===== src/rom_seq_consts.svh =====
`ifndef ROM_SEQ_CONSTS_SVH
`define ROM_SEQ_CONSTS_SVH

// Clock of the controller.
`define CLK_PERIOD_NS      5
`define CLK_MHZ            200

// Memory geometry.
`define ADDR_W             17
`define DATA_W             8

// Command codes written into the device command register, and the erased byte value.
`define CMD_READ           8'h00
`define CMD_SETUP_ERASE    8'h20
`define CMD_SETUP_PROG     8'h40
`define CMD_ERASE_VERIFY   8'hA0
`define CMD_RESET          8'hFF
`define ERASED_BYTE        8'hFF

// Pulse limits and durations.
`define MAX_PROG_PULSES    25
`define MAX_ERASE_PULSES   30
`define PROG_PULSE_US      10
`define ERASE_PULSE_MS     100
`define PROG_PULSE_CYC     (`PROG_PULSE_US * `CLK_MHZ)
`define ERASE_PULSE_CYC    (`ERASE_PULSE_MS * 1000 * `CLK_MHZ)

// Pin cycle phases and supply settling, least times rounded up.
`define BUS_PHASE_NS       150
`define BUS_PHASE_CYC      ((`BUS_PHASE_NS + `CLK_PERIOD_NS - 1) / `CLK_PERIOD_NS)
`define SUPPLY_SETTLE_NS   1000
`define SUPPLY_SETTLE_CYC  ((`SUPPLY_SETTLE_NS + `CLK_PERIOD_NS - 1) / `CLK_PERIOD_NS)

`endif


===== src/rom_seq_pkg.sv =====
`include "rom_seq_consts.svh"

package rom_seq_pkg;

    typedef enum logic [2:0] {
        OP_READ    = 3'h0,
        OP_PROGRAM = 3'h1,
        OP_ERASE   = 3'h2,
        OP_IDENT   = 3'h3,
        OP_RESET   = 3'h4
    } op_e;

    typedef struct packed {
        op_e                 op;
        logic [`ADDR_W-1:0]  addr;
        logic [`DATA_W-1:0]  data;
    } cmd_s;

    typedef struct packed {
        logic [`DATA_W-1:0]  data;
        logic                ok;
        logic [4:0]          pulses;
    } rsp_s;

    typedef enum logic [15:0] {
        S_IDLE    = 16'h0001,
        S_RAMP    = 16'h0002,
        S_PSETUP  = 16'h0004,
        S_PDATA   = 16'h0008,
        S_PPULSE  = 16'h0010,
        S_PSTOP   = 16'h0020,
        S_PVERIFY = 16'h0040,
        S_ESETUP  = 16'h0080,
        S_EGO     = 16'h0100,
        S_EPULSE  = 16'h0200,
        S_EVCMD   = 16'h0400,
        S_EVREAD  = 16'h0800,
        S_RST1    = 16'h1000,
        S_RST2    = 16'h2000,
        S_READ    = 16'h4000,
        S_FINISH  = 16'h8000
    } seq_e;

    typedef enum logic [3:0] {
        B_IDLE   = 4'h1,
        B_SETUP  = 4'h2,
        B_STROBE = 4'h4,
        B_HOLD   = 4'h8
    } bus_e;

endpackage


===== src/rom_seq_host.sv =====
`timescale 1ns/1ps
//Contract
// - Erase verify walks bytes from zero expecting all ones; re-erase on failure.
// - At most thirty erase pulses of 100 ms, three seconds total.
// - Erase verify may resume at the last failing address.
// - Program one byte at a time, at most 25 pulses of 10 us.
// - Verify after each program pulse; repeat until pass or limit.
// - After set-up program the first reset is data; write reset twice.
// - Always issue the reset command twice in succession.
// - Program is set-up code, address and data write, then verify read.
// - Program verify reads with select and gate low, strobe high, supply high.
// - Erase verify reads every byte the same way with supply at 12.5 V.
// - Identify: identify line high voltage, other address lines low, byte select.
// - Command 00H puts the device in read mode until changed.
// - Erase needs 20H twice; pulse runs from second strobe rise to next.
// - Command A0H with an address returns that byte for erase verify.
`include "rom_seq_consts.svh"

module rom_seq_host
    import rom_seq_pkg::*;
#(
    parameter int ADDR_W             = `ADDR_W,
    parameter int ERASE_PULSE_CYCLES = `ERASE_PULSE_CYC,
    parameter int MAX_PROG           = `MAX_PROG_PULSES,
    parameter int MAX_ERASE          = `MAX_ERASE_PULSES
) (
    input  wire logic               mclk,
    input  wire logic               rst_b,
    input  wire logic               cmdValid,
    output logic                    cmdReady,
    input  wire cmd_s               cmd,
    output logic                    rspValid,
    output rsp_s                    rsp,
    output logic [ADDR_W-1:0]       addressLines,
    output logic [`DATA_W-1:0]      dataLinesOut,
    output logic                    dataLinesOe,
    input  wire logic [`DATA_W-1:0] dataLinesIn,
    output logic                    chipSelect_b,
    output logic                    outGate_b,
    output logic                    writeStrobe_b,
    output logic                    programSupplyHighLevel,
    output logic                    idHighVoltageLine
);

    localparam int TIMER_W = $clog2(ERASE_PULSE_CYCLES + 1);

    // Refuse settings the counters and address path cannot serve.
    if (ADDR_W != `ADDR_W || ERASE_PULSE_CYCLES < `PROG_PULSE_CYC ||
        MAX_PROG < 1 || MAX_PROG > 31 || MAX_ERASE < 1 || MAX_ERASE > 31) begin : g_check
        $error("rom_seq_host: unsupported parameter values");
    end

    seq_e                stateReg;
    bus_e                busReg;
    cmd_s                cmdReg;
    logic [TIMER_W-1:0]  timerReg;
    logic [7:0]          phaseReg;
    logic [4:0]          pulseReg;
    logic [ADDR_W-1:0]   ptrReg;
    logic [`DATA_W-1:0]  rdByteReg;
    logic [`DATA_W-1:0]  dataSync;
    logic                busDoneReg;
    logic                busWriteReg;
    logic                busReq;
    logic                busWrite;
    logic [ADDR_W-1:0]   busAddr;
    logic [`DATA_W-1:0]  busData;
    logic                phaseEnd;

    // Read data comes from another device's pins, so it is resynchronised first.
    sync_two_flop #(.W(`DATA_W)) u_data_sync (
        .clk   (mclk),
        .rst_b (rst_b),
        .din   (dataLinesIn),
        .dout  (dataSync)
    );

    assign phaseEnd = (phaseReg == 8'(`BUS_PHASE_CYC - 1));

    // Each sequence state names the single pin cycle it needs.
    always_comb begin
        busReq   = 1'b1;
        busWrite = 1'b1;
        busAddr  = cmdReg.addr;
        busData  = `CMD_READ;
        case (stateReg)
            S_PSETUP:  busData = `CMD_SETUP_PROG;
            S_PDATA:   busData = cmdReg.data;
            S_PSTOP:   busData = `CMD_READ;
            S_PVERIFY: busWrite = 1'b0;
            S_ESETUP:  busData = `CMD_SETUP_ERASE;
            S_EGO:     busData = `CMD_SETUP_ERASE;
            S_EVCMD: begin
                busAddr = ptrReg;
                busData = `CMD_ERASE_VERIFY;
            end
            S_EVREAD: begin
                busAddr  = ptrReg;
                busWrite = 1'b0;
            end
            S_RST1:    busData = `CMD_RESET;
            S_RST2:    busData = `CMD_RESET;
            S_READ: begin
                busWrite = 1'b0;
                if (cmdReg.op == OP_IDENT) begin
                    busAddr = {{(ADDR_W-1){1'b0}}, cmdReg.addr[0]};
                end
            end
            default:   busReq = 1'b0;
        endcase
    end

    // Pin cycle engine: select, strobe, hold, each one phase long.
    // Data is driven only while the gate is high, so the two ends never fight.
    always_ff @(posedge mclk or negedge rst_b) begin
        if (!rst_b) begin
            busReg        <= B_IDLE;
            phaseReg      <= 8'h00;
            busDoneReg    <= 1'b0;
            busWriteReg   <= 1'b0;
            rdByteReg     <= 8'h00;
            addressLines  <= '0;
            dataLinesOut  <= 8'h00;
            dataLinesOe   <= 1'b0;
            chipSelect_b  <= 1'b1;
            outGate_b     <= 1'b1;
            writeStrobe_b <= 1'b1;
        end else begin
            busDoneReg <= 1'b0;
            case (busReg)
                B_IDLE: begin
                    if (busReq && !busDoneReg) begin
                        busReg       <= B_SETUP;
                        phaseReg     <= 8'h00;
                        busWriteReg  <= busWrite;
                        addressLines <= busAddr;
                        dataLinesOut <= busData;
                        dataLinesOe  <= busWrite;
                        chipSelect_b <= 1'b0;
                    end
                end
                B_SETUP: begin
                    phaseReg <= phaseReg + 8'h01;
                    if (phaseEnd) begin
                        busReg   <= B_STROBE;
                        phaseReg <= 8'h00;
                        // Address is already stable when the strobe falls.
                        if (busWriteReg) begin
                            writeStrobe_b <= 1'b0;
                        end else begin
                            outGate_b <= 1'b0;
                        end
                    end
                end
                B_STROBE: begin
                    phaseReg <= phaseReg + 8'h01;
                    if (phaseEnd) begin
                        busReg        <= B_HOLD;
                        phaseReg      <= 8'h00;
                        writeStrobe_b <= 1'b1;
                        outGate_b     <= 1'b1;
                        if (!busWriteReg) begin
                            rdByteReg <= dataSync;
                        end
                    end
                end
                B_HOLD: begin
                    phaseReg <= phaseReg + 8'h01;
                    if (phaseEnd) begin
                        busReg       <= B_IDLE;
                        chipSelect_b <= 1'b1;
                        dataLinesOe  <= 1'b0;
                        busDoneReg   <= 1'b1;
                    end
                end
                default: busReg <= B_IDLE;
            endcase
        end
    end

    // Operation sequencer: supply control, pulse timing and verify loops.
    always_ff @(posedge mclk or negedge rst_b) begin
        if (!rst_b) begin
            stateReg               <= S_IDLE;
            cmdReg                 <= '0;
            timerReg               <= '0;
            pulseReg               <= 5'h00;
            ptrReg                 <= '0;
            cmdReady               <= 1'b0;
            rspValid               <= 1'b0;
            rsp                    <= '0;
            programSupplyHighLevel <= 1'b0;
            idHighVoltageLine      <= 1'b0;
        end else begin
            rspValid <= 1'b0;
            case (stateReg)
                S_IDLE: begin
                    cmdReady <= 1'b1;
                    if (cmdValid && cmdReady) begin
                        cmdReady  <= 1'b0;
                        cmdReg    <= cmd;
                        pulseReg  <= 5'h00;
                        ptrReg    <= '0;
                        timerReg  <= TIMER_W'(`SUPPLY_SETTLE_CYC);
                        stateReg  <= S_RAMP;
                        // Plain reads run with the supply low so no write can land.
                        programSupplyHighLevel <= (cmd.op == OP_PROGRAM) ||
                                                  (cmd.op == OP_ERASE) ||
                                                  (cmd.op == OP_RESET);
                        idHighVoltageLine <= (cmd.op == OP_IDENT);
                    end
                end
                S_RAMP: begin
                    timerReg <= timerReg - 1'b1;
                    if (timerReg == '0) begin
                        case (cmdReg.op)
                            OP_PROGRAM: stateReg <= S_PSETUP;
                            OP_ERASE:   stateReg <= S_ESETUP;
                            OP_RESET:   stateReg <= S_RST1;
                            default:    stateReg <= S_READ;
                        endcase
                    end
                end
                S_PSETUP: if (busDoneReg) stateReg <= S_PDATA;
                S_PDATA: begin
                    if (busDoneReg) begin
                        stateReg <= S_PPULSE;
                        timerReg <= TIMER_W'(`PROG_PULSE_CYC - 1);
                        pulseReg <= pulseReg + 5'h01;
                    end
                end
                S_PPULSE: begin
                    timerReg <= timerReg - 1'b1;
                    if (timerReg == '0) stateReg <= S_PSTOP;
                end
                S_PSTOP: if (busDoneReg) stateReg <= S_PVERIFY;
                S_PVERIFY: begin
                    if (busDoneReg) begin
                        if (rdByteReg == cmdReg.data) begin
                            rsp.ok   <= 1'b1;
                            stateReg <= S_FINISH;
                        end else if (pulseReg == 5'(MAX_PROG)) begin
                            rsp.ok   <= 1'b0;
                            stateReg <= S_FINISH;
                        end else begin
                            stateReg <= S_PSETUP;
                        end
                        rsp.data <= rdByteReg;
                        timerReg <= TIMER_W'(`SUPPLY_SETTLE_CYC);
                    end
                end
                S_ESETUP: if (busDoneReg) stateReg <= S_EGO;
                S_EGO: begin
                    if (busDoneReg) begin
                        stateReg <= S_EPULSE;
                        timerReg <= TIMER_W'(ERASE_PULSE_CYCLES - 1);
                        pulseReg <= pulseReg + 5'h01;
                    end
                end
                S_EPULSE: begin
                    timerReg <= timerReg - 1'b1;
                    if (timerReg == '0) stateReg <= S_EVCMD;
                end
                S_EVCMD: if (busDoneReg) stateReg <= S_EVREAD;
                S_EVREAD: begin
                    if (busDoneReg) begin
                        rsp.data <= rdByteReg;
                        timerReg <= TIMER_W'(`SUPPLY_SETTLE_CYC);
                        if (rdByteReg == `ERASED_BYTE) begin
                            if (ptrReg == {ADDR_W{1'b1}}) begin
                                rsp.ok   <= 1'b1;
                                stateReg <= S_FINISH;
                            end else begin
                                ptrReg   <= ptrReg + 1'b1;
                                stateReg <= S_EVCMD;
                            end
                        end else if (pulseReg == 5'(MAX_ERASE)) begin
                            rsp.ok   <= 1'b0;
                            stateReg <= S_FINISH;
                        end else begin
                            // The failing address is kept, so verify resumes there.
                            stateReg <= S_ESETUP;
                        end
                    end
                end
                S_RST1: if (busDoneReg) stateReg <= S_RST2;
                S_RST2: begin
                    if (busDoneReg) begin
                        rsp.ok   <= 1'b1;
                        rsp.data <= `CMD_RESET;
                        timerReg <= TIMER_W'(`SUPPLY_SETTLE_CYC);
                        stateReg <= S_FINISH;
                    end
                end
                S_READ: begin
                    if (busDoneReg) begin
                        rsp.data <= rdByteReg;
                        rsp.ok   <= (cmdReg.op == OP_IDENT) ? ^rdByteReg : 1'b1;
                        timerReg <= TIMER_W'(`SUPPLY_SETTLE_CYC);
                        stateReg <= S_FINISH;
                    end
                end
                S_FINISH: begin
                    // Supplies drop first; the answer waits until they have settled.
                    programSupplyHighLevel <= 1'b0;
                    idHighVoltageLine      <= 1'b0;
                    rsp.pulses             <= pulseReg;
                    timerReg               <= timerReg - 1'b1;
                    if (timerReg == '0) begin
                        rspValid <= 1'b1;
                        stateReg <= S_IDLE;
                    end
                end
                default: stateReg <= S_IDLE;
            endcase
        end
    end

endmodule


===== src/sync_two_flop.sv =====
`timescale 1ns/1ps

module sync_two_flop #(
    parameter int W = 8
) (
    input  wire logic         clk,
    input  wire logic         rst_b,
    input  wire logic [W-1:0] din,
    output logic      [W-1:0] dout
);

    logic [W-1:0] stageReg;

    // The first stage feeds only the second; nothing else looks at it.
    always_ff @(posedge clk or negedge rst_b) begin
        if (!rst_b) begin
            stageReg <= '0;
            dout     <= '0;
        end else begin
            stageReg <= din;
            dout     <= stageReg;
        end
    end

endmodule


===== config.mk =====
export PLATFORM = sky130hd
export DESIGN_NAME = rom_seq_host
export DESIGN_NICKNAME = d
export VERILOG_FILES = /design/src/rom_seq_pkg.sv /design/src/rom_seq_host.sv /design/src/sync_two_flop.sv
export VERILOG_INCLUDE_DIRS = /design/src /design/src/src
export SDC_FILE = /design/constraint.sdc
export NUM_CORES = 1
export LEC_CHECK = 0
export ABC_AREA = 1
export BUFFER_PORTS_ARGS = -buffer_cell sky130_fd_sc_hd__buf_2
export CAP_MARGIN = 20
export CORE_ASPECT_RATIO = 1.5
export CORE_MARGIN = 2
export CORE_UTILIZATION = 60
export DETAILED_ROUTE_END_ITERATION = 8
export MAX_ROUTING_LAYER = met4
export PLACE_DENSITY = 0.8
export SYNTH_ARGS = -nofsm -noshare
export SYNTH_HDL_FRONTEND = slang
export SYNTH_HIERARCHICAL = 1
export SYNTH_SLANG_ARGS = --single-unit

===== constraint.sdc =====
create_clock -name mclk -period 3 [get_ports mclk]
set_clock_uncertainty 0.1 [all_clocks]
set_input_delay 0.3 -clock mclk [delete_from_list [all_inputs] [get_ports mclk]]
set_output_delay 0.3 -clock mclk [all_outputs]
set_load 0.01 [all_outputs]

==> results of run 1 <==
[stage by stage]
stage	util [%]	worst slack, ns	hold WS (ns)
3_5_place_dp	65.1	0.284	0.169
6_report	71.2	0.221	0.00794
2_1_floorplan	-	0.677	-0.0956
5_1_grt	71.2	0.0190	0.00200
3_3_place_gp	65.1	0.401	0.162
4_1_cts	71.2	0.212	0.0113
[area by class of cell]
class,instances,area (sq um)
Sequential cell,176,4410
Clock buffer,17,425
Tap cell,203,254
Clock inverter,15,184
Inverter,100,375
Timing Repair Buffer,136,910
Multi-Input combinational cell,920,4510
Fill cell,1264,4480
[worst min-delay path by stage]
stage                     startpoint              end  slack [ns]  cells after the start
after CTS                    cmd[23]       cmdReg[23]        0.01                      3
after global routing         cmd[23]       cmdReg[23]       0.002                      3
after detailed placement       rst_b     timerReg[17]        0.17                      1
after global placement         rst_b     timerReg[15]        0.16                      1
after floorplan                rst_b  addressLines[0]        -0.1                      0
final                        cmd[23]       cmdReg[23]       0.008                      3
[metal layers]
metal / vias up / track usage (%) / wire (microns)
met5: - / - / 0
met4: 0 / 14.4 / 859
met3: 63 / 4.98 / 870
met2: 226 / 55.9 / 13200
met1: 4111 / 33.7 / 9390
li1: 4187 / - / -
[registers in the layout, summed over array words and instances, names as in the netlist]
signal / count
pulseReg: 5
cmdReady: 1
chipSelect_b: 1
dataLinesOe: 1
outGate_b: 1
idHighVoltageLine: 1
timerReg: 25
stateReg: 16
writeStrobe_b: 1
rdByteReg: 8
cmdReg: 28
busWriteReg: 1
programSupplyHighLevel: 1
busDoneReg: 1
rspValid: 1
u_data_sync/stageReg: 8
u_data_sync/dout: 8
ptrReg: 17
rsp: 14
dataLinesOut: 8
phaseReg: 8
busReg: 4
addressLines: 17
[synthesized netlist by cell type, types with 2 or more instances]
cell / count
a21oi_1: 20
buf_1: 2
buf_2: 11
buf_4: 4
buf_6: 6
clkbuf_1: 10
dfrtp_1: 171
dfstp_2: 5
ha_1: 12
inv_1: 89
inv_2: 10
mux2_2: 8
nand2_1: 433
nand2_2: 10
nand2_4: 8
nand3_1: 93
nand3_2: 8
nand3b_1: 7
nand4_1: 37
nor2_1: 110
nor2_2: 9
nor2_4: 8
nor3_1: 12
nor4_1: 2
o21ai_0: 43
o21ai_1: 29
o21ai_2: 2
o31ai_1: 6
or2_2: 19
xnor2_1: 5
xor2_1: 33
[logic make-up after synthesis]
family                   after synthesis
adder cells (fa/ha/maj)               12
AO/OA/AOI/OAI                        104
AND/OR/NAND/NOR                      758
flip-flops                           176
buffers and inverters                133
multiplexers                           8
XOR/XNOR                              38
[power by group through the flow]
stage,clock (W),sequential (W),combinational (W)
after CTS,0.00228,0.00338,0.00394
after detailed placement,0,0.00341,0.00388
after global routing,0.00238,0.00344,0.00445
after global placement,0,0.00339,0.00378
after floorplan,0,0.00338,0.00293
final,0.00225,0.00338,0.00395
[what timing repair did]
item,4_1_cts,5_1_grt
setup endpoints to repair,0,0
hold buffers,33,0
endpoints found under the hold margin,71,0
[critical path, cell delays in order, from the launching register on]
cell and delay, ns:
dfrtp_1 0.42, ha_1 0.22, nand3_1 0.14, nor2_1 0.27
nand4_1 0.20, nor4b_1 0.30, ha_1 0.23, inv_1 0.05
o21ai_1 0.12, nor2_1 0.06, nand2_1 0.05, buf_4 0.31
o21ai_0 0.16
==> summary.txt, run 1 <==
Final layout
  • NumNets Final: 1,402
  • Layout Cells excl Fill: 1,567
  • Most frequent cells in the layout: nand2_1 (433), dfrtp_1 (171), nor2_1 (110)
  • Commonest non-fill, non-tap cell in the layout: nand2_1
  • Layout cells sized above 1: 16.4%
  • Final Cell Area: 11,100 sq um
  • ANT cells: 0
  • Area growth from synthesis to layout: 16.6%

Global routing
  • Vias in the first global route: 8,677
  • Total GRT Usage: 31.2%
  • Total congestion overflow: 0
  • Antenna violations before repair: 0
  • First-pass GRT wire length: 40,400 microns
  • Largest net degree at the start of global routing: 54

Floorplan
  • Die area: 16,900 sq um
  • Num ports: 86
  • Core Area: 15,600 sq um
  • FP Rows: 56
  • Die Y: 158 microns
  • Starting Density: 61.1%
  • Die width: 107 microns

Synth
  • Top_reg_cell synth: dfrtp_1
  • Mux cell area share after synthesis: 0.948%
  • Mapped Area: 9500 sq um
  • Synthesized Nets: 1,280
  • Synth top area cells: dfrtp_1 (45%), nand2_1 (17%), nand3_1 (4.9%)
  • Syn Area/Cell: 7.73 sq um
  • Simple-gate share of the synthesized area: 35.7%
  • Synth Register Bits: 176
  • Area share of the largest cell type after synthesis: 45.1%
  • XOR/XNOR share of the synthesized area: 3.50%
  • Mapped Cells: 1,229
  • Cell taking the most area after synthesis: dfrtp_1
  • Main combinational cell family by area after synthesis: simple AND/OR/NAND/NOR gates
  • Netlist cell types: 38
  • Async SR Flop Fraction: 100%
  • Post-synth EDFFs: 0
  • Compound-Gate Fraction of Synth Area: 5.84%
  • Adder-cell share of the synthesized area: 1.58%
  • Synth Warn #: 6
  • Register area share after synthesis: 46.4%

Pwr
  • Total power: 0.00958 W
  • Comb power frac: 41.2%
  • Pleak: 5.95 nW
  • Flop pwr share: 35.3%
  • Peak supply drop: 516 uV
  • PD cells: 865 nW/um^2
  • Sw frac: 44.3%
  • Clk pwr share: 23.5%
  • Switching power: 0.00425 W
  • Cell internal pwr: 0.00533 W

Drt
  • Detail-routed via count per cell: 5.48
  • Iter 0 DRT Violations: 475
  • Total wire length: 24,300 microns
  • DRC Markers: 0
  • Drt wl/cell: 15.5 microns
  • Pre-antenna DRT Iters: 5
  • ANT nets after route: 0
  • Vias: 8,587

Placed design
  • Detail Placement HPWL: 16,900 microns
  • Buffers on Ports: 85
  • Placed inst area: 10,100 sq um
  • Cells after DPL: 1,502
  • Placer congestion estimate: 0.961

Worst setup path
  • End point of the critical path: ptrReg[14]
  • CP max FO: 34
  • Worst Path Arrival: 2.98 ns
  • Critical Path RT: 3.20 ns
  • R2R Setup Slk: 0.22 ns
  • Critical Setup Path Class: reg -> reg
  • Reg2reg path depth: 12
  • Crit start category: flip-flop
  • RR Endpoint: ptrReg[14]
  • CP Launch Point: ptrReg[0]
  • CP endpoint kind: flip-flop
  • Reg-to-reg critical path startpoint: ptrReg[0]

Timing
  • Crit share post-route: 92.6%
  • Final Hold Viols: 0
  • Min Tclk post-route: 2.78 ns
  • Pins Over Slew Limit: 0
  • Slew @ Worst Pin: 0.646 ns
  • Max-slew headroom: 56.8%
  • RSZ-0062 raised after global routing: no
  • Finish-stage setup viols: 0
  • Setup TNS: 0 ns
  • Fmax: 0.360 GHz

Clock tree
  • CTS buffer count: 17
  • Maximum clock path buffer count: 2
  • PostCTS Resize Cnt: 0
  • Clk root buf: clkbuf_16
  • Skew-Pair Late Insertion Delay: 0.44 ns
  • CTS sink cnt: 176
  • Clock transition at path regs: 0.08 ns
  • Setup Fix Bufs, Post-CTS: 0
  • H-tree levels: 4
  • CTS tree: done

Flow run
  • Max cap viols: 0

Worst hold path
  • HP Class: in -> reg

Run status
  • Outcome: finished, final reports clean
Power figures use the tool's default switching activity.
==> run 2: changes to the inputs <==
--- a/config.mk
+++ b/config.mk
@@ -14,7 +14,8 @@
 export CORE_UTILIZATION = 60
 export DETAILED_ROUTE_END_ITERATION = 8
 export MAX_ROUTING_LAYER = met4
-export PLACE_DENSITY = 0.8
+export PLACE_DENSITY_LB_ADDON = 0.15
+export REMOVE_ABC_BUFFERS = 1
 export SYNTH_ARGS = -nofsm -noshare
 export SYNTH_HDL_FRONTEND = slang
 export SYNTH_HIERARCHICAL = 1
==> summary.txt, run 2 (same netlist as run 1, synthesis figures left out) <==
Worst setup path
  • RR Endpoint: stateReg[14]
  • CP max FO: 12
  • Worst Path Arrival: 2.75 ns
  • Crit start category: flip-flop
  • Critical Path RT: 3.22 ns
  • Reg2reg path depth: 13
  • CP endpoint kind: flip-flop
  • Critical Setup Path Class: reg -> reg
  • R2R Setup Slk: 0.47 ns
  • Reg-to-reg critical path startpoint: timerReg[0]

Floorplan
  • Core Area: 15,600 sq um
  • Die width: 107 microns
  • Die area: 16,900 sq um
  • Die Y: 158 microns
  • Num ports: 86
  • Starting Density: 61.1%
  • FP Rows: 56

Worst hold path
  • Min-Delay Path Depth: 3
  • HP Class: in -> reg
  • Hold Crit Start: cmd[26]
  • Hold path endpoint: cmdReg[26]

Drt
  • Vias: 8,492
  • Pre-antenna DRT Iters: 8
  • DRC Markers: 0
  • Drt wl/cell: 14.9 microns
  • Iter 0 DRT Violations: 521
  • Total wire length: 23,300 microns
  • Detail-routed via count per cell: 5.43
  • ANT nets after route: 0

Global routing
  • Total GRT Usage: 29.8%
  • Total congestion overflow: 0
  • First-pass GRT wire length: 38,800 microns
  • Antenna violations before repair: 0
  • Vias in the first global route: 8,368
  • Largest net degree at the start of global routing: 65

Final layout
  • Largest Register: cmdReg
  • Area growth from synthesis to layout: 16.6%
  • NumNets Final: 1,399
  • Max reg flops: 28
  • Post-layout util: 71.2%
  • ANT cells: 0
  • Most frequent cells in the layout: nand2_1 (433), dfrtp_1 (171), nor2_1 (109)
  • # fillers: 1,293
  • Largest registers: cmdReg: 28 flops, timerReg: 25 flops
  • Commonest non-fill, non-tap cell in the layout: nand2_1
  • Final Cell Area: 11,100 sq um
  • Layout cells sized above 1: 16.2%

Pwr
  • Cell internal pwr: 0.00534 W
  • Sw frac: 44.4%
  • Switching power: 0.00426 W
  • Clk pwr share: 23.6%
  • Comb power frac: 41.2%
  • PD cells: 867 nW/um^2
  • Pleak: 5.94 nW
  • Flop pwr share: 35.2%
  • Peak supply drop: 522 uV

Timing
  • Max-slew headroom: 50.3%
  • Pins Over Slew Limit: 0
  • Final Hold Viols: 0
  • RSZ-0062 raised after global routing: no
  • Fmax: 0.395 GHz
  • Slew @ Worst Pin: 0.740 ns
  • Min Tclk post-route: 2.53 ns
  • Finish-stage setup viols: 0
  • Setup TNS: 0 ns
  • Crit share post-route: 84.3%

Placed design
  • Placer congestion estimate: 0.960
  • Detail Placement HPWL: 15,800 microns
  • Buffers on Ports: 85
  • Placed inst area: 10,100 sq um

Clock tree
  • Setup Fix Bufs, Post-CTS: 0
  • Skew-Pair Late Insertion Delay: 0.45 ns
  • CTS buffer count: 17
  • Clk root buf: clkbuf_16
  • CTS sink cnt: 176
  • Clock transition at path regs: 0.08 ns
  • CTS tree: done
  • H-tree levels: 4
  • Maximum clock path buffer count: 2

Flow run
  • Max cap viols: 0

Run status
  • Outcome: finished, final reports clean
[run 2: worst max-delay path: stages, from the launching register on]
cell and delay (ns):
dfrtp_1 0.41, inv_1 0.09, ha_1 0.28, nand2_1 0.17, inv_2 0.12, nand2_2 0.09
nor2_4 0.17, nand2_2 0.10, o21ai_0 0.08, nand2_1 0.11, nor2_4 0.21, nand2_2 0.26
nand2_1 0.13, o21ai_1 0.08
[run 2: power groups by stage]
| stage | Clock, W | Sequential (W) | Combinational (W) |
|---|---|---|---|
| 2_1_floorplan | 0 | 0.00338 | 0.00268 |
| 3_3_place_gp | 0 | 0.00339 | 0.00377 |
| 3_5_place_dp | 0 | 0.00340 | 0.00385 |
| 4_1_cts | 0.00229 | 0.00337 | 0.00394 |
| 5_1_grt | 0.00239 | 0.00344 | 0.00445 |
| 6_report | 0.00227 | 0.00338 | 0.00396 |
[run 2: per-layer routing]
metal  global-route usage [%]  wire length, microns  vias to the layer above
met2                     52.6                 12300                      245
met5                        -                     0                        -
li1                         -                     -                     4188
met4                     12.7                   810                        0
met1                     33.3                  9160                     3991
met3                     4.98                  1030                       68
[run 2: area by class of cell]
cell class / count / area [sq um] / share of cell area, %
Clock buffer: 17 / 425 / 3.84
Clock inverter: 15 / 184 / 1.66
Inverter: 100 / 375 / 3.39
Multi-Input combinational cell: 920 / 4520 / 40.8
Sequential cell: 176 / 4410 / 39.8
Tap cell: 203 / 254 / 2.29
Timing Repair Buffer: 133 / 905 / 8.17
[run 2: how the worst max path moves through the flow]
stage	from	to	cells past startpoint
finish	timerReg[0]	stateReg[14]	13
global route	ptrReg[0]	ptrReg[9]	13
CTS	ptrReg[0]	ptrReg[3]	13
detailed placement	ptrReg[0]	ptrReg[14]	12
global placement	ptrReg[0]	ptrReg[14]	12
floorplan	ptrReg[0]	ptrReg[14]	11
[run 2: per-stage QoR]
step,hold WS (ns),std cells,power (W),setup slack [ns]
after detailed placement,0.228,1497,0.00725,0.431
after floorplan,-0.0956,1196,0.00606,0.306
after global placement,0.227,1497,0.00716,0.480
after CTS,0.00181,1564,0.00960,0.359
after global routing,0.0107,1564,0.0103,0.0986
final,0.00825,1564,0.00960,0.471
[run 2: what timing repair did]
action | in CTS | in global routing
setup endpoints to repair | 0 | 18
resized for setup | 0 | 2
endpoints found under the hold margin | 95 | 0
hold buffers | 35 | 0
==> run 3: changes to the inputs <==
==> constraint.sdc (replaced) <==
create_clock -name mclk -period 2.6 [get_ports mclk]
set_clock_uncertainty 0.1 [all_clocks]
set_input_delay 0.26 -clock mclk [delete_from_list [all_inputs] [get_ports mclk]]
set_output_delay 0.26 -clock mclk [all_outputs]
set_load 0.01 [all_outputs]
==> summary.txt, run 3 (same netlist as run 1, synthesis figures left out) <==
Run status
  • Outcome: finished, final reports clean

Timing
  • Slew @ Worst Pin: 0.698 ns
  • Pins Over Slew Limit: 0
  • Worst Setup Slack, final: 0.200 ns
  • Fmax: 0.417 GHz
  • Setup TNS: 0 ns
  • Finish-stage setup viols: 0
  • Crit share post-route: 92.3%
  • Max-slew headroom: 53.4%
  • Min Tclk post-route: 2.40 ns
  • Final Hold Viols: 0

Worst setup path
  • R2R Setup Slk: 0.20 ns
  • Slowest cell on crit path: dfrtp_1
  • CP endpoint kind: flip-flop
  • Reg2reg path depth: 9
  • Critical Setup Path Class: reg -> reg
  • Critical Path RT: 2.84 ns
  • Critical-path cell list: nor2_2 -> nand2_4 -> nor2_8 -> nand2_4 -> buf_4 -> nand2_2 -> mux2_2 -> nand2_1 -> nand2_1
  • Worst Path Arrival: 2.64 ns
  • Cell family with the largest share of critical-path delay: simple AND/OR/NAND/NOR gates
  • Crit start category: flip-flop
  • Reg-to-reg critical path startpoint: stateReg[2]
  • RR Endpoint: addressLines[0]
  • CP peak stage delay: 0.43 ns
  • Critical path buffers and inverters: 1
  • CP Launch Point: stateReg[2]
  • CP max FO: 30

Worst hold path
  • Min-Delay Path Depth: 4
  • HP Class: in -> reg
  • Hold Crit Start: cmdValid
  • Hold path endpoint: stateReg[0]

Global routing
  • Largest net degree at the start of global routing: 56
  • Gr busiest metal: met2
  • Total congestion overflow: 0
  • First-pass GRT wire length: 39,200 microns
  • Vias in the first global route: 8,480
  • Met2 Track Usage GR: 53.6%
  • Antenna violations before repair: 0
  • Grt met3 use: 4.98%
  • Total GRT Usage: 30.3%
  • Met1 Use GR: 33.5%

Placed design
  • Buffers on Ports: 85
  • Detail Placement HPWL: 16,300 microns
  • Placer congestion estimate: 0.947
  • Placed inst area: 10,200 sq um
  • Place WS: 0.148 ns

Final layout
  • Post-layout util: 72.8%
  • Largest registers: cmdReg: 28 flops, timerReg: 25 flops
  • NumNets Final: 1,421
  • ANT cells: 0
  • Layout cells sized above 1: 17.8%
  • Final Cell Area: 11,300 sq um
  • Area growth from synthesis to layout: 19.3%
  • Largest Register: cmdReg
  • Max reg flops: 28
  • Commonest non-fill, non-tap cell in the layout: nand2_1
  • Most frequent cells in the layout: nand2_1 (432), dfrtp_1 (170), nor2_1 (109)

Floorplan
  • Starting Density: 61.1%
  • Core Area: 15,600 sq um
  • FP Rows: 56
  • Die area: 16,900 sq um
  • Die Y: 158 microns
  • Num ports: 86
  • Die width: 107 microns

Drt
  • Pre-antenna DRT Iters: 5
  • DRC Markers: 0
  • Vias: 8,687
  • ANT nets after route: 0
  • Detail-routed via count per cell: 5.48
  • Iter 0 DRT Violations: 402
  • Total wire length: 23,600 microns
  • Drt wl/cell: 14.9 microns

Clock tree
  • CTS tree: done
  • Clock transition at path regs: 0.08 ns
  • Clk root buf: clkbuf_16
  • H-tree levels: 4
  • CTS buffer count: 17
  • Maximum clock path buffer count: 2
  • CTS sink cnt: 176
  • Skew-Pair Late Insertion Delay: 0.45 ns

Pwr
  • Peak supply drop: 517 uV
  • PD cells: 997 nW/um^2
  • Total power: 0.0113 W
  • Pleak: 6.06 nW

Flow run
  • Max cap viols: 0
==> run 3: cell count changes in the layout (fill, tap and decap cells not counted), moves of 2 or more <==
cell	before	now
buf_4	11	29
clkinv_8	5	7
dlygate4sd3_1	35	37
ha_1	12	10
ha_2	0	2
inv_6	4	2
==> run 3: repair_timing <==
action | CTS | global route
hold buffers | 37 | 0
endpoints found under the hold margin | 75 | 0
setup buffers | 0 | 4
resized for setup | 0 | 8
setup endpoints to repair | 0 | 44
==> run 3: where the power goes <==
part,internal [W],total [W],switching (W),leakage (nW)
logic,0.00158,0.00469,0.00311,3.43
registers,0.00338,0.00390,0.000515,2.32
clock network,0.00141,0.00270,0.00130,0.309
total,0.00637,0.0113,0.00492,6.06
==> run 3: worst max path at each step <==
stage                                  to  cells past startpoint  slack, ns
final                     addressLines[0]                      9       0.20
after global routing           ptrReg[10]                     13      -0.07
after CTS                      ptrReg[14]                     12       0.13
after detailed placement       ptrReg[14]                     12       0.15
after global placement        timerReg[9]                     11       0.22
after floorplan                ptrReg[14]                     11      -0.09
==> run 3: routing by layer <==
layer / share of wire, % / wire length [microns]
met1: 39 / 9240
met2: 53 / 12500
met3: 4.2 / 984
met4: 3.7 / 879
met5: 0 / 0
==> run 3: final cells by class <==
cell class	count	area, sq um
multi-input cells	920	4540
well taps	203	254
fillers	1244	4230
flip-flops and latches	176	4410
clock inverters	15	215
clock buffers	17	425
repair buffers	155	1100
inverters	100	375
==> run 3: metrics by stage <==
step	hold slack [ns]	cells
5_1_grt	0.130	1586
6_report	0.112	1586
2_1_floorplan	-0.136	1196
4_1_cts	0.0958	1581
3_3_place_gp	0.113	1512
3_5_place_dp	0.116	1512
==> run 3: worst register-to-register path, delay by kind of cell, from the launching register on <==
kind                   cells  cell delay, ns
buffers and inverters      1            0.26
flip-flops                 1            0.43
multiplexers               1            0.38
AND/OR/NAND/NOR            7            1.13
